[config.mk]
export PLATFORM = sky130hd
export DESIGN_NAME = relay_updown_freq_counter
export DESIGN_NICKNAME = d
export VERILOG_FILES = /design/src/logic/relay_counter_pkg.sv /design/src/logic/relay_updown_freq_counter.sv
export VERILOG_INCLUDE_DIRS = /design/src /design/src/logic
export SDC_FILE = /design/constraint.sdc
export NUM_CORES = 2
export LEC_CHECK = 0
export BUFFER_PORTS_ARGS = -buffer_cell sky130_fd_sc_hd__buf_2
export CAP_MARGIN = 25
export CORE_MARGIN = 4
export CORE_UTILIZATION = 31
export CTS_CLUSTER_SIZE = 12
export DETAILED_ROUTE_END_ITERATION = 10
export PLACE_DENSITY = 0.46
export REMOVE_ABC_BUFFERS = 1
export SLEW_MARGIN = 20
export SYNTH_ARGS = -nofsm -noshare
export SYNTH_HDL_FRONTEND = slang
export SYNTH_SLANG_ARGS = --single-unit
[constraint.sdc]
create_clock -name clk_in -period 10.7 [get_ports clk_in]
set_clock_uncertainty 0.15 [all_clocks]
set_input_delay 0.535 -clock clk_in [delete_from_list [all_inputs] [get_ports clk_in]]
set_output_delay 0.535 -clock clk_in [all_outputs]
set_load 0.02 [all_outputs]
[src/logic/relay_counter_regs.svh]
// register map, field layout and timing constants of the counter relay block
`ifndef RELAY_COUNTER_REGS_SVH
`define RELAY_COUNTER_REGS_SVH

// instance count and value widths
`define NUM_CNT 16
`define VAL_W 16
`define GATE_W 24
`define ADDR_W 8

// value range of an actual value or a setpoint
`define ACT_MIN 16'h0000
`define ACT_MAX 16'h7D00

// instances that may keep their value, bit i is instance i+1
`define RETAIN_ALLOWED 16'hF0F0

// instance index tied to each fast input
`define FREQ_IDX_A 4'hE
`define FREQ_IDX_B 4'hF

// byte offsets
`define OFF_RETAIN 8'h00
`define OFF_MODE 8'h04
`define OFF_CONTACT 8'h08
`define OFF_SETPOINT 8'h40
`define OFF_ACTUAL 8'h80
`define OFF_REGION_MASK 8'hC0

// reset values of the software registers
`define RETAIN_RESET 16'h0000
`define MODE_RESET 2'h0

// axi responses
`define RESP_OKAY 2'h0
`define RESP_SLVERR 2'h2

// gate time of the frequency measurement
`define CLK_HZ 10000000
`define GATE_TIME_MS 1000
// divide first so the product stays inside a 32-bit int
`define GATE_CYCLES ((`CLK_HZ / 1000) * `GATE_TIME_MS)

`endif

[src/logic/relay_counter_pkg.sv]
// types shared by the counter relay block
`include "relay_counter_regs.svh"
package relay_counter_pkg;

   // coils driven by the program, bit i is instance i+1
   typedef struct packed {
      logic [`NUM_CNT-1:0] count;
      logic [`NUM_CNT-1:0] direction;
      logic [`NUM_CNT-1:0] clear;
   } coil_bus_t;

   // axi4-lite master to slave
   typedef struct packed {
      logic awvalid;
      logic [`ADDR_W-1:0] awaddr;
      logic wvalid;
      logic [31:0] wdata;
      logic [3:0] wstrb;
      logic bready;
      logic arvalid;
      logic [`ADDR_W-1:0] araddr;
      logic rready;
   } axi_req_t;

   // axi4-lite slave to master
   typedef struct packed {
      logic awready;
      logic wready;
      logic bvalid;
      logic [1:0] bresp;
      logic arready;
      logic rvalid;
      logic [31:0] rdata;
      logic [1:0] rresp;
   } axi_rsp_t;

   // read answer
   typedef struct packed {
      logic [1:0] resp;
      logic [31:0] data;
   } rd_result_t;

   // whole state of the block
   typedef struct packed {
      logic [`NUM_CNT-1:0][`VAL_W-1:0] setpoint;
      logic [`NUM_CNT-1:0][`VAL_W-1:0] actual;
      logic [`NUM_CNT-1:0] count_seen;
      logic [`NUM_CNT-1:0] clear_seen;
      logic [`NUM_CNT-1:0] contact;
      logic [`NUM_CNT-1:0] retain;
      logic [1:0] freq_mode;
      logic [1:0] pin_meta;
      logic [1:0] pin_stable;
      logic [1:0] pin_prev;
      logic [1:0][`GATE_W-1:0] gate;
      logic [1:0][`VAL_W-1:0] pulses;
      logic bvalid;
      logic [1:0] bresp;
      logic rvalid;
      logic [31:0] rdata;
      logic [1:0] rresp;
   } state_t;

endpackage : relay_counter_pkg

[src/logic/relay_updown_freq_counter.sv]
// sixteen up/down counters, two of them usable as frequency counters
//
// The implementer's own choices: the register addresses and the AXI4-Lite register port.
`timescale 1ns/1ps
`default_nettype none
`include "relay_counter_regs.svh"

// Function
// - actual value stays within zero to 32000
// - hold at limit until direction changes
// - contact set when actual at least setpoint
// - contact clears at once below setpoint
// - no pulses, actual value unchanged
// - clear coil forces actual value to zero
// - retentive value kept over stop, supply loss
// - retentive counter resumes from stored value
// - retention only instances five-eight, thirteen-sixteen
// - fast inputs wired to instances fifteen, sixteen
// - frequency counted over one-second gate
// - fast contact transferred once per cycle
// - frequency mode ignores direction coil
// - frequency measured only while count coil set
// - clear coil zeroes frequency actual value
// - rising count coil edge changes value by one
// - direction coil off counts up, on down
// - setpoint constant from zero to 32000
// - removing enable zeroes frequency actual value
module relay_updown_freq_counter #(
   parameter int GATE_CYCLES = `GATE_CYCLES
) (
   // clock and reset
   input wire logic clk_in,
   input wire logic sys_rst_in,
   // program cycle side
   input wire logic cycle_strobe_in,
   input wire logic run_mode_in,
   input wire relay_counter_pkg::coil_bus_t coils_in,
   output logic [`NUM_CNT-1:0] contact_out,
   // fast digital input pins
   input wire logic fast_input_a_in,
   input wire logic fast_input_b_in,
   // register bus
   input wire relay_counter_pkg::axi_req_t axi_req_in,
   output var relay_counter_pkg::axi_rsp_t axi_rsp_out
);
   import relay_counter_pkg::*;

   // last clock of a measuring gate
   localparam logic [`GATE_W-1:0] GATE_LAST = `GATE_W'(GATE_CYCLES - 1);

   state_t s_q;
   state_t s_d;
   logic wr_go;
   logic rd_go;
   logic cycle_go;
   logic [1:0] freq_idle;
   logic [1:0] pin_rise;
   logic [`VAL_W-1:0] wr_val;
   rd_result_t rd_res;

   // instance index served by frequency slot f
   function automatic int freq_index(input int f);
      freq_index = (f == 0) ? int'(`FREQ_IDX_A) : int'(`FREQ_IDX_B);
   endfunction : freq_index

   // true when the instance works as a frequency counter
   function automatic logic is_freq(input logic [1:0] mode, input int idx);
      is_freq = (idx == freq_index(0) && mode[0])
         || (idx == freq_index(1) && mode[1]);
   endfunction : is_freq

   // limit a value to the counting range
   function automatic logic [`VAL_W-1:0] clamp(input logic [`VAL_W-1:0] v);
      clamp = (v > `ACT_MAX) ? `ACT_MAX : v;
   endfunction : clamp

   // merge the low two byte lanes of a write into an old value
   function automatic logic [`VAL_W-1:0] merge16(input logic [`VAL_W-1:0] old,
         input logic [31:0] data, input logic [3:0] strb);
      merge16 = old;
      if (strb[0]) begin
         merge16[7:0] = data[7:0];
      end
      if (strb[1]) begin
         merge16[15:8] = data[15:8];
      end
   endfunction : merge16

   // address falls in the setpoint block
   function automatic logic in_setpoints(input logic [`ADDR_W-1:0] a);
      in_setpoints = ((a & `OFF_REGION_MASK) == `OFF_SETPOINT);
   endfunction : in_setpoints

   // address falls in the actual value block
   function automatic logic in_actuals(input logic [`ADDR_W-1:0] a);
      in_actuals = ((a & `OFF_REGION_MASK) == `OFF_ACTUAL);
   endfunction : in_actuals

   // instance picked by a setpoint or actual address
   function automatic logic [3:0] reg_index(input logic [`ADDR_W-1:0] a);
      reg_index = a[5:2];
   endfunction : reg_index

   // one saturating count step, no wrap at either end
   function automatic logic [`VAL_W-1:0] count_step(input logic [`VAL_W-1:0] v,
         input logic down);
      count_step = v;
      if (down) begin
         if (v != `ACT_MIN) begin
            count_step = v - 16'h0001;
         end
      end else if (v < `ACT_MAX) begin
         count_step = v + 16'h0001;
      end
   endfunction : count_step

   // contact level for an actual value against its setpoint
   function automatic logic contact_of(input logic [`VAL_W-1:0] act,
         input logic [`VAL_W-1:0] sp);
      contact_of = (act >= sp);
   endfunction : contact_of

   // decode a read address into data and response
   function automatic rd_result_t read_word(input state_t s, input logic [`ADDR_W-1:0] a);
      rd_result_t r;
      r.resp = `RESP_OKAY;
      r.data = 32'h0000_0000;
      if (in_setpoints(a)) begin
         r.data[`VAL_W-1:0] = s.setpoint[reg_index(a)];
      end else if (in_actuals(a)) begin
         r.data[`VAL_W-1:0] = s.actual[reg_index(a)];
      end else if (a == `OFF_RETAIN) begin
         r.data[`VAL_W-1:0] = s.retain;
      end else if (a == `OFF_MODE) begin
         r.data[1:0] = s.freq_mode;
      end else if (a == `OFF_CONTACT) begin
         r.data[`NUM_CNT-1:0] = s.contact;
      end else begin
         r.resp = `RESP_SLVERR;
      end
      read_word = r;
   endfunction : read_word

   // bus handshakes, a write needs address and data together
   always_comb begin
      wr_go = axi_req_in.awvalid & axi_req_in.wvalid & ~s_q.bvalid;
      rd_go = axi_req_in.arvalid & ~s_q.rvalid;
      // program cycle evaluated only in run mode
      cycle_go = cycle_strobe_in & run_mode_in;
      axi_rsp_out.awready = wr_go;
      axi_rsp_out.wready = wr_go;
      axi_rsp_out.arready = rd_go;
      axi_rsp_out.bvalid = s_q.bvalid;
      axi_rsp_out.bresp = s_q.bresp;
      axi_rsp_out.rvalid = s_q.rvalid;
      axi_rsp_out.rdata = s_q.rdata;
      axi_rsp_out.rresp = s_q.rresp;
   end

   // next state of the whole block
   always_comb begin
      s_d = s_q;
      wr_val = 16'h0000;
      rd_res = '0;
      freq_idle = 2'b00;

      // fast pins pass two flops, edges seen after the second
      s_d.pin_meta = {fast_input_b_in, fast_input_a_in};
      s_d.pin_stable = s_q.pin_meta;
      s_d.pin_prev = s_q.pin_stable;
      pin_rise = s_q.pin_stable & ~s_q.pin_prev;

      // stop mode drops values that are not retentive; run low also
      // stands for supply loss, so retentive values must survive it
      if (!run_mode_in) begin
         for (int i = 0; i < `NUM_CNT; i++) begin
            if (!s_q.retain[i] && !is_freq(s_q.freq_mode, i)) begin
               s_d.actual[i] = `ACT_MIN;
            end
         end
      end

      // ordinary counters act once per program cycle; coils are
      // levels, so the count edge is found against the last strobe
      if (cycle_go) begin
         for (int i = 0; i < `NUM_CNT; i++) begin
            if (!is_freq(s_q.freq_mode, i)) begin
               // clear is checked first so it beats a count edge
               if (coils_in.clear[i]) begin
                  s_d.actual[i] = `ACT_MIN;
               end else if (coils_in.count[i] && !s_q.count_seen[i]) begin
                  s_d.actual[i] = count_step(s_q.actual[i], coils_in.direction[i]);
               end
               // compare the new value so a drop clears at once
               s_d.contact[i] = contact_of(s_d.actual[i], s_q.setpoint[i]);
            end else begin
               // frequency result handed over once per cycle, so it may lag
               s_d.contact[i] = contact_of(s_q.actual[i], s_q.setpoint[i]);
            end
         end
         s_d.count_seen = coils_in.count;
         s_d.clear_seen = coils_in.clear;
      end

      // frequency counters run on the clock, apart from the program
      for (int f = 0; f < 2; f++) begin
         int idx;
         idx = freq_index(f);
         // enable and clear are the coils latched at the last strobe
         freq_idle[f] = !s_q.freq_mode[f] || !run_mode_in || !s_q.count_seen[idx]
            || s_q.clear_seen[idx];
         // direction coil is never read here; idle slot stays at zero
         if (freq_idle[f]) begin
            s_d.gate[f] = '0;
            s_d.pulses[f] = 16'h0000;
            if (s_q.freq_mode[f]) begin
               s_d.actual[idx] = `ACT_MIN;
            end
         end else if (s_q.gate[f] == GATE_LAST) begin
            // gate closed, pulses in one second give hertz
            s_d.actual[idx] = clamp(s_q.pulses[f] + {15'h0000, pin_rise[f]});
            s_d.pulses[f] = 16'h0000;
            s_d.gate[f] = '0;
         end else begin
            s_d.gate[f] = s_q.gate[f] + `GATE_W'(1);
            if (pin_rise[f] && s_q.pulses[f] < `ACT_MAX) begin
               s_d.pulses[f] = s_q.pulses[f] + 16'h0001;
            end
         end
      end

      // write response retires before a new write is taken
      if (s_q.bvalid && axi_req_in.bready) begin
         s_d.bvalid = 1'b0;
      end
      if (wr_go) begin
         s_d.bvalid = 1'b1;
         s_d.bresp = `RESP_OKAY;
         // setpoints are clamped so no instance can hold an unreachable one
         if (in_setpoints(axi_req_in.awaddr)) begin
            wr_val = merge16(s_q.setpoint[reg_index(axi_req_in.awaddr)], axi_req_in.wdata,
               axi_req_in.wstrb);
            s_d.setpoint[reg_index(axi_req_in.awaddr)] = clamp(wr_val);
         end else if (in_actuals(axi_req_in.awaddr)) begin
            s_d.bresp = `RESP_OKAY; // actual values are read only
         end else if (axi_req_in.awaddr == `OFF_RETAIN) begin
            // bits of fixed instances never stick
            wr_val = merge16(s_q.retain, axi_req_in.wdata, axi_req_in.wstrb);
            s_d.retain = wr_val & `RETAIN_ALLOWED;
         end else if (axi_req_in.awaddr == `OFF_MODE) begin
            // only the two frequency slots have a mode bit
            wr_val = merge16({14'h0000, s_q.freq_mode}, axi_req_in.wdata,
               axi_req_in.wstrb);
            s_d.freq_mode = wr_val[1:0];
         end else if (axi_req_in.awaddr == `OFF_CONTACT) begin
            s_d.bresp = `RESP_OKAY; // contacts are read only
         end else begin
            s_d.bresp = `RESP_SLVERR;
         end
      end

      // read data registered one cycle after the address
      if (s_q.rvalid && axi_req_in.rready) begin
         s_d.rvalid = 1'b0;
      end
      if (rd_go) begin
         rd_res = read_word(s_q, axi_req_in.araddr);
         s_d.rvalid = 1'b1;
         s_d.rdata = rd_res.data;
         s_d.rresp = rd_res.resp;
      end
   end

   // state register; a reset clears retentive values too, so supply
   // loss is carried by the run input and not by this reset
   always_ff @(posedge clk_in) begin
      if (sys_rst_in) begin
         s_q <= '0;
      end else begin
         s_q <= s_d;
      end
   end

   // contacts straight from their flops
   for (genvar g = 0; g < `NUM_CNT; g++) begin : g_contact
      assign contact_out[g] = s_q.contact[g];
   end

endmodule : relay_updown_freq_counter
`default_nettype wire

=== After elaboration in Yosys (flattened, before gate mapping) ===
Index checks and enable logic that the tools add are counted.

* Flip-flop bits (word level): 678
* Input bits: 111
* Output and inout bits: 57
* Word-level logic and storage cells: 383

* Add/sub/neg operators: 38
* $lt $le $gt $ge: 42
* Eq/ne operators: 10
* Multiplexer cells: 156
* Bitwise gates (word level): 11
* Reductions and logical operators: 76

{| class="wikitable"
|+ Operators by type and width
! operator !! number
|-
| 2-to-1 mux 16 bit || 125
|-
| 2-to-1 mux 304 bit || 1
|-
| adder 16 x 1 -> 16 bit (second input constant) || 18
|-
| greater-or-equal comparator 16 bit || 18
|-
| < comparator 16 x 15 -> 1 bit (second input constant) || 18
|-
| bitwise mux 256 bit || 1
|-
| 2-to-1 mux 256 bit || 1
|-
| nonzero test 16 bit || 16
|-
| subtractor 16 x 1 -> 16 bit (second input constant) || 16
|-
| binary-select mux 16 bit (select 4 bit) || 3
|-
| demux 16 bit (select 4 bit) || 1
|-
| adder 24 x 1 -> 24 bit (second input constant) || 2
|-
| equality test 24 bit (second input constant) || 2
|-
| > comparator 16 x 15 -> 1 bit (second input constant) || 3
|-
| 2-to-1 mux 8 bit || 6
|-
| 2-to-1 mux 35 bit || 1
|-
| adder 16 x 1 -> 16 bit || 2
|-
| logical AND 1 bit || 23
|-
| 2-to-1 mux 2 bit || 11
|-
| zero test 1 bit || 21
|-
| equality test 8 x 3 -> 1 bit (second input constant) || 2
|-
| equality test 8 x 4 -> 1 bit (second input constant) || 2
|-
| zero test 8 bit || 2
|-
| 2-to-1 mux 14 bit || 1
|-
| other kinds (16) || 37
|}

=== Longest topological paths before layout ===
* Depth after elaboration: 13
* Mapped depth: 19
* Mapped depth without buffers: 18

=== Worst setup path after synthesis ===
No wires, ideal clock.

* Kind: register to register
* Start: reg s_q[395] (netlist bit)
* End: reg s_q, in the netlist contact_out[12]
* Library setup time: 124 ps
* Data arrival time: 3785 ps
* Setup slack: 6641 ps
* Cell stages (with the launch flop): 19
* Period minus slack after synthesis: 4059 ps
* Cell sequence: dfxtp_1 buf_2 or4_1 or4b_2 o21a_1 buf_2 nor3_1 o21ai_0 o21ai_0 nand2b_1 ha_1 nand2b_1 a21o_1 a21o_1 a21o_1 a21o_1 a211o_1 a21oi_1 o21ai_0

* Cells in the longest elaborated chain, start to end: 7
* Elaborated cells on any way between the ends: 13
* Classes of those cells: add/sub: 2; order compare: 2; mux: 8; reduce/logical: 1

{| class="wikitable"
|+ Ends and longest elaborated chain
! element !! RTL line !! RTL
|-
| start, declared || relay_updown_freq_counter.sv:51 || <nowiki>state_t s_q;</nowiki>
|-
| start signal, assigned || relay_updown_freq_counter.sv:278 || <nowiki>s_q <= '0;</nowiki>
|-
| start signal, assigned || relay_updown_freq_counter.sv:280 || <nowiki>s_q <= s_d;</nowiki>
|-
| adder 16 x 1 -> 16 bit, or another cell as far along || relay_updown_freq_counter.sv:113 || <nowiki>count_step = v + 16'h0001;</nowiki>
|-
| 2-to-1 mux 16 bit (on tied branches) || relay_updown_freq_counter.sv:112, relay_updown_freq_counter.sv:109 ||
|-
| 2-to-1 mux 16 bit || relay_updown_freq_counter.sv:108 || <nowiki>if (down) begin</nowiki>
|-
| 2-to-1 mux 16 bit (*) || relay_updown_freq_counter.sv:191 || <nowiki>end else if (coils_in.count[i] && !s_q.count_seen[i]) begin</nowiki>
|-
| 2-to-1 mux 16 bit (*) || relay_updown_freq_counter.sv:189 || <nowiki>if (coils_in.clear[i]) begin</nowiki>
|-
| 2-to-1 mux 16 bit (*) || relay_updown_freq_counter.sv:185 || <nowiki>if (cycle_go) begin</nowiki>
|-
| greater-or-equal comparator 16 bit (*) || relay_updown_freq_counter.sv:120 || <nowiki>contact_of = (act >= sp);</nowiki>
|}

Mark *: on every way between the ends. The rest lies on a longest branch, timed or not. The select of a mux whose other input is x is not followed.
A chain may end at the register's enable or synchronous reset.

=== Worst setup path after layout ===
* Start: reg s_q[262] (netlist bit)
* End: reg s_q, in the netlist contact_out[4]

Same word-level chain as after synthesis.

==> run_results.csv <==
group,metric,value,unit
status,status,"finished, final reports clean",
floorplanning,start_util,31.1,%
logic_synthesis,synth_top_flop_cell,"dfxtp_1",
critical_path,cp-end-kind,"register",
place,dp_hpwl,172000,µm
route,route.detailed.drc,0,
floorplanning,die_area,177000,µm²
floorplanning,die-height,420,µm
route,drt_iter0_drc,5069,
route,vias_per_cell,5.89,
critical_path,r2r_cells,17,
critical_path,cp.required,11130,ps
critical_path,crit_start,"s_q[262]$_SDFF_PP0_",
power,power.leakage,20.4,nW
layout,area.growth.synth_to_final,9.53,%
route,num_vias,52600,
layout,nNetsFinal,7074,
clock_network,htree_levels,3,
sta,max_slew_margin,21.7,%
critical_path,cp_max_fo,10,
hold_path,hp-class,"in -> reg",
logic_synthesis,synth_cell_type_count,96,
clock_network,clockBufferDepth,3,
route,first_pass_iters,6,
clock_network,clockRootBuffer,"clkbuf_16",
route,wl,229000,µm
logic_synthesis,syn_area_per_cell,7.67,µm²
logic_synthesis,ys_seq_area_share,25.1,%
critical_path,crit_type,"reg -> reg",
sta,hold_violations,0,
layout,fill_cells,18000,
sta,tns,0,ps
clock_network,clk_latency,730,ps
layout,drive_gt1_share,10.1,%
clock_network,clk_pin_slew,60,ps
power,combPwrFrac,11.8,%
sta,finalMaxSlewViolations,0,
logic_synthesis,synth_edf_count,0,
run,cap_viol_max_count,0,
clock_network,cts_resized,0,
sta,tightest_slew,1170,ps
logic_synthesis,syn_inst,6874,
route,wl_per_cell,25.7,µm
layout,fin_util,34.1,%
floorplanning,io_pins,168,
critical_path,critPathCapture,"contact_out[4]$_SDFFE_PP0P_",
grt,grt_pass1_vias,48400,
power,p_int,0.00460,W
floorplanning,rows,151,
sta,rsz0062_at_grt,"false",
sta,fin_crit_sh,44.7,%
sta,setup_viol,0,
power,peakVddDrop,0.117,mV
critical_path,r2r_start,"s_q[262]$_SDFF_PP0_",
critical_path,arrival,5210,ps
grt,track_usage,25.0,%
clock_network,post_cts_buffers,0,
power,swShare,29.1,%
grt,antenna_found_initial,23,
critical_path,startpoint_type,"register",
power,powerDensity,112,nW/µm²
logic_synthesis,synthArstFlopShare,0,%
clock_network,cts_buffers,89,
power,switchingPower,0.00189,W
grt,grt_start_max_net_pins,76,
sta,max_freq,209,MHz
grt,grt_overflow,0,
grt,grt_pass1_wl,333000,µm
critical_path,r2r-end,"contact_out[4]$_SDFFE_PP0P_",
power,seq_power_share,39.1,%
logic_synthesis,yosysWarnings,0,
clock_network,cts.sinks,662,
logic_synthesis,syn-cell-area,52700,µm²
clock_network,tritoncts,"yes",
critical_path,r2r_slack,5920,ps
place,place.gp.congestion,0.996,
power,p_clk_share,49.2,%
floorplanning,core-area,169000,µm²
sta,period_needed,4780,ps
floorplanning,die_w,420,µm
hold_path,min_from,"axi_req_in[28]",
route,antenna_left,0,
logic_synthesis,ys_seq_elements,662,
place,numPortBuffers,131,
## cell usage after synthesis, drive strengths merged (123+ instances only)
cell / count / area, µm²
nor2: 895 / 3360
dfxtp: 662 / 13300
nand2: 626 / 2410
clkbuf: 474 / 1780
a21oi: 425 / 2130
o21ai: 369 / 1850
inv: 349 / 1310
ha: 333 / 4170
nor3: 259 / 1300
mux4: 194 / 4380
o22ai: 172 / 1080
nand3: 155 / 776
a21o: 139 / 1040
buf: 123 / 792
## placed cells by master (no fill, tap or decap), types with 23 or more instances in the layout
cell type / count
nor2_1: 888
dfxtp_1: 662
nand2_1: 616
a21oi_1: 424
o21ai_0: 363
inv_1: 347
ha_1: 333
nor3_1: 258
mux4_2: 192
o22ai_1: 172
nand3_1: 155
a21o_1: 139
buf_2: 127
a211oi_1: 122
mux2i_1: 100
a22oi_1: 97
clkbuf_16: 90
nor2b_1: 89
buf_4: 86
nand2b_1: 78
or3_1: 78
nand4_1: 69
a31oi_1: 69
and3_1: 65
nor4_1: 65
a311oi_1: 64
and2_1: 53
o31ai_1: 53
xor2_1: 48
or2_2: 47
o211ai_1: 42
o21a_1: 42
xnor2_1: 40
and4_1: 38
or4_1: 34
a22o_1: 34
dlygate4sd3_1: 25
nand3b_1: 24
o2111ai_1: 23
## cell families (layout without fill, tap and decap cells)
family	count (synthesis)	count (layout)	share of synthesized area, %
buf+inv	947	756	7.37
fa+ha+maj	333	333	7.90
flops	662	662	25.1
mux	310	310	10.5
other cells	1	31	0.00711
xor+xnor	88	88	1.46
compound gates	1901	1901	23.8
simple gates	2632	2632	23.8
## stage by stage
step                hold slack [ps]  cells  power, W  worst slack [ps]  instance area [µm²]
floorplan                       264   6294   0.00295              4150                50200
global placement                274   8726   0.00333              5690                54400
detailed placement              279   8729   0.00333              5660                54400
CTS                            27.7   8915   0.00655              6010                57700
global route                   28.9   8921   0.00669              5560                57700
finish                         59.6   8931   0.00649              5920                57700
## worst max-delay path: stages, from the launching register on
cell and delay, ps:
dfxtp_1 460, nor4_1 650, nand4b_1 350, o21ai_1 600
nand2_1 210, o21ai_0 200, nand2_1 70, o21ai_0 150
nand2_1 160, ha_1 290, nand2b_1 140, a21o_1 170
a21o_1 170, a21o_1 170, a21o_1 170, a211o_1 290
a21oi_1 160, o21ai_0 100
## flip-flops by register name (all words and copies together) (netlist names)
| signal | flops |
|---|---|
| s_q | 622 |
| axi_rsp_out | 20 |
| contact_out | 16 |
| s_d | 4 |
## power by group through the flow
stage                     Clock, W  Sequential, W  Combinational, W
after floorplan                  0        0.00258          0.000373
after global placement           0        0.00259          0.000745
after detailed placement         0        0.00259          0.000749
after CTS                  0.00326        0.00253          0.000759
after global routing       0.00334        0.00253          0.000824
final                      0.00319        0.00253          0.000765
## layer usage
layer | wire, µm | track usage, % | vias up
met4 | 13800 | 13.1 | 6
met3 | 14700 | 3.55 | 421
met1 | 98700 | 33.4 | 25600
met2 | 102000 | 39.2 | 1907
met5 | 34 | 0 | -
li1 | - | - | 24700
## cell type report
| class | count | area (µm²) | share of cell area [%] |
|---|---|---|---|
| multi-input cells | 5282 | 35700 | 61.8 |
| diodes | 13 | 32.5 | 0.0563 |
| flip-flops and latches | 662 | 13300 | 23.0 |
| clock buffers | 123 | 2560 | 4.43 |
| well taps | 2218 | 2780 | 4.81 |
| clock inverters | 38 | 482 | 0.834 |
| inverters | 350 | 1320 | 2.28 |
| repair buffers | 245 | 1630 | 2.81 |
## how the worst min path moves through the flow
stage	end	slack, ps	cells after the start
finish	s_q[139]$_SDFFE_PP0P_	60	3
floorplan	s_d[118]$_SDFF_PP0_	260	1
detailed placement	s_d[118]$_SDFF_PP0_	280	1
global route	s_q[138]$_SDFFE_PP0P_	30	3
CTS	s_q[139]$_SDFFE_PP0P_	30	3
global placement	s_d[118]$_SDFF_PP0_	270	1
## what timing repair did
action	CTS	global route
setup endpoints to repair	0	0
endpoints found under the hold margin	24	0
hold buffers	25	0
No activity file was read; power rests on OpenSTA's default activity.
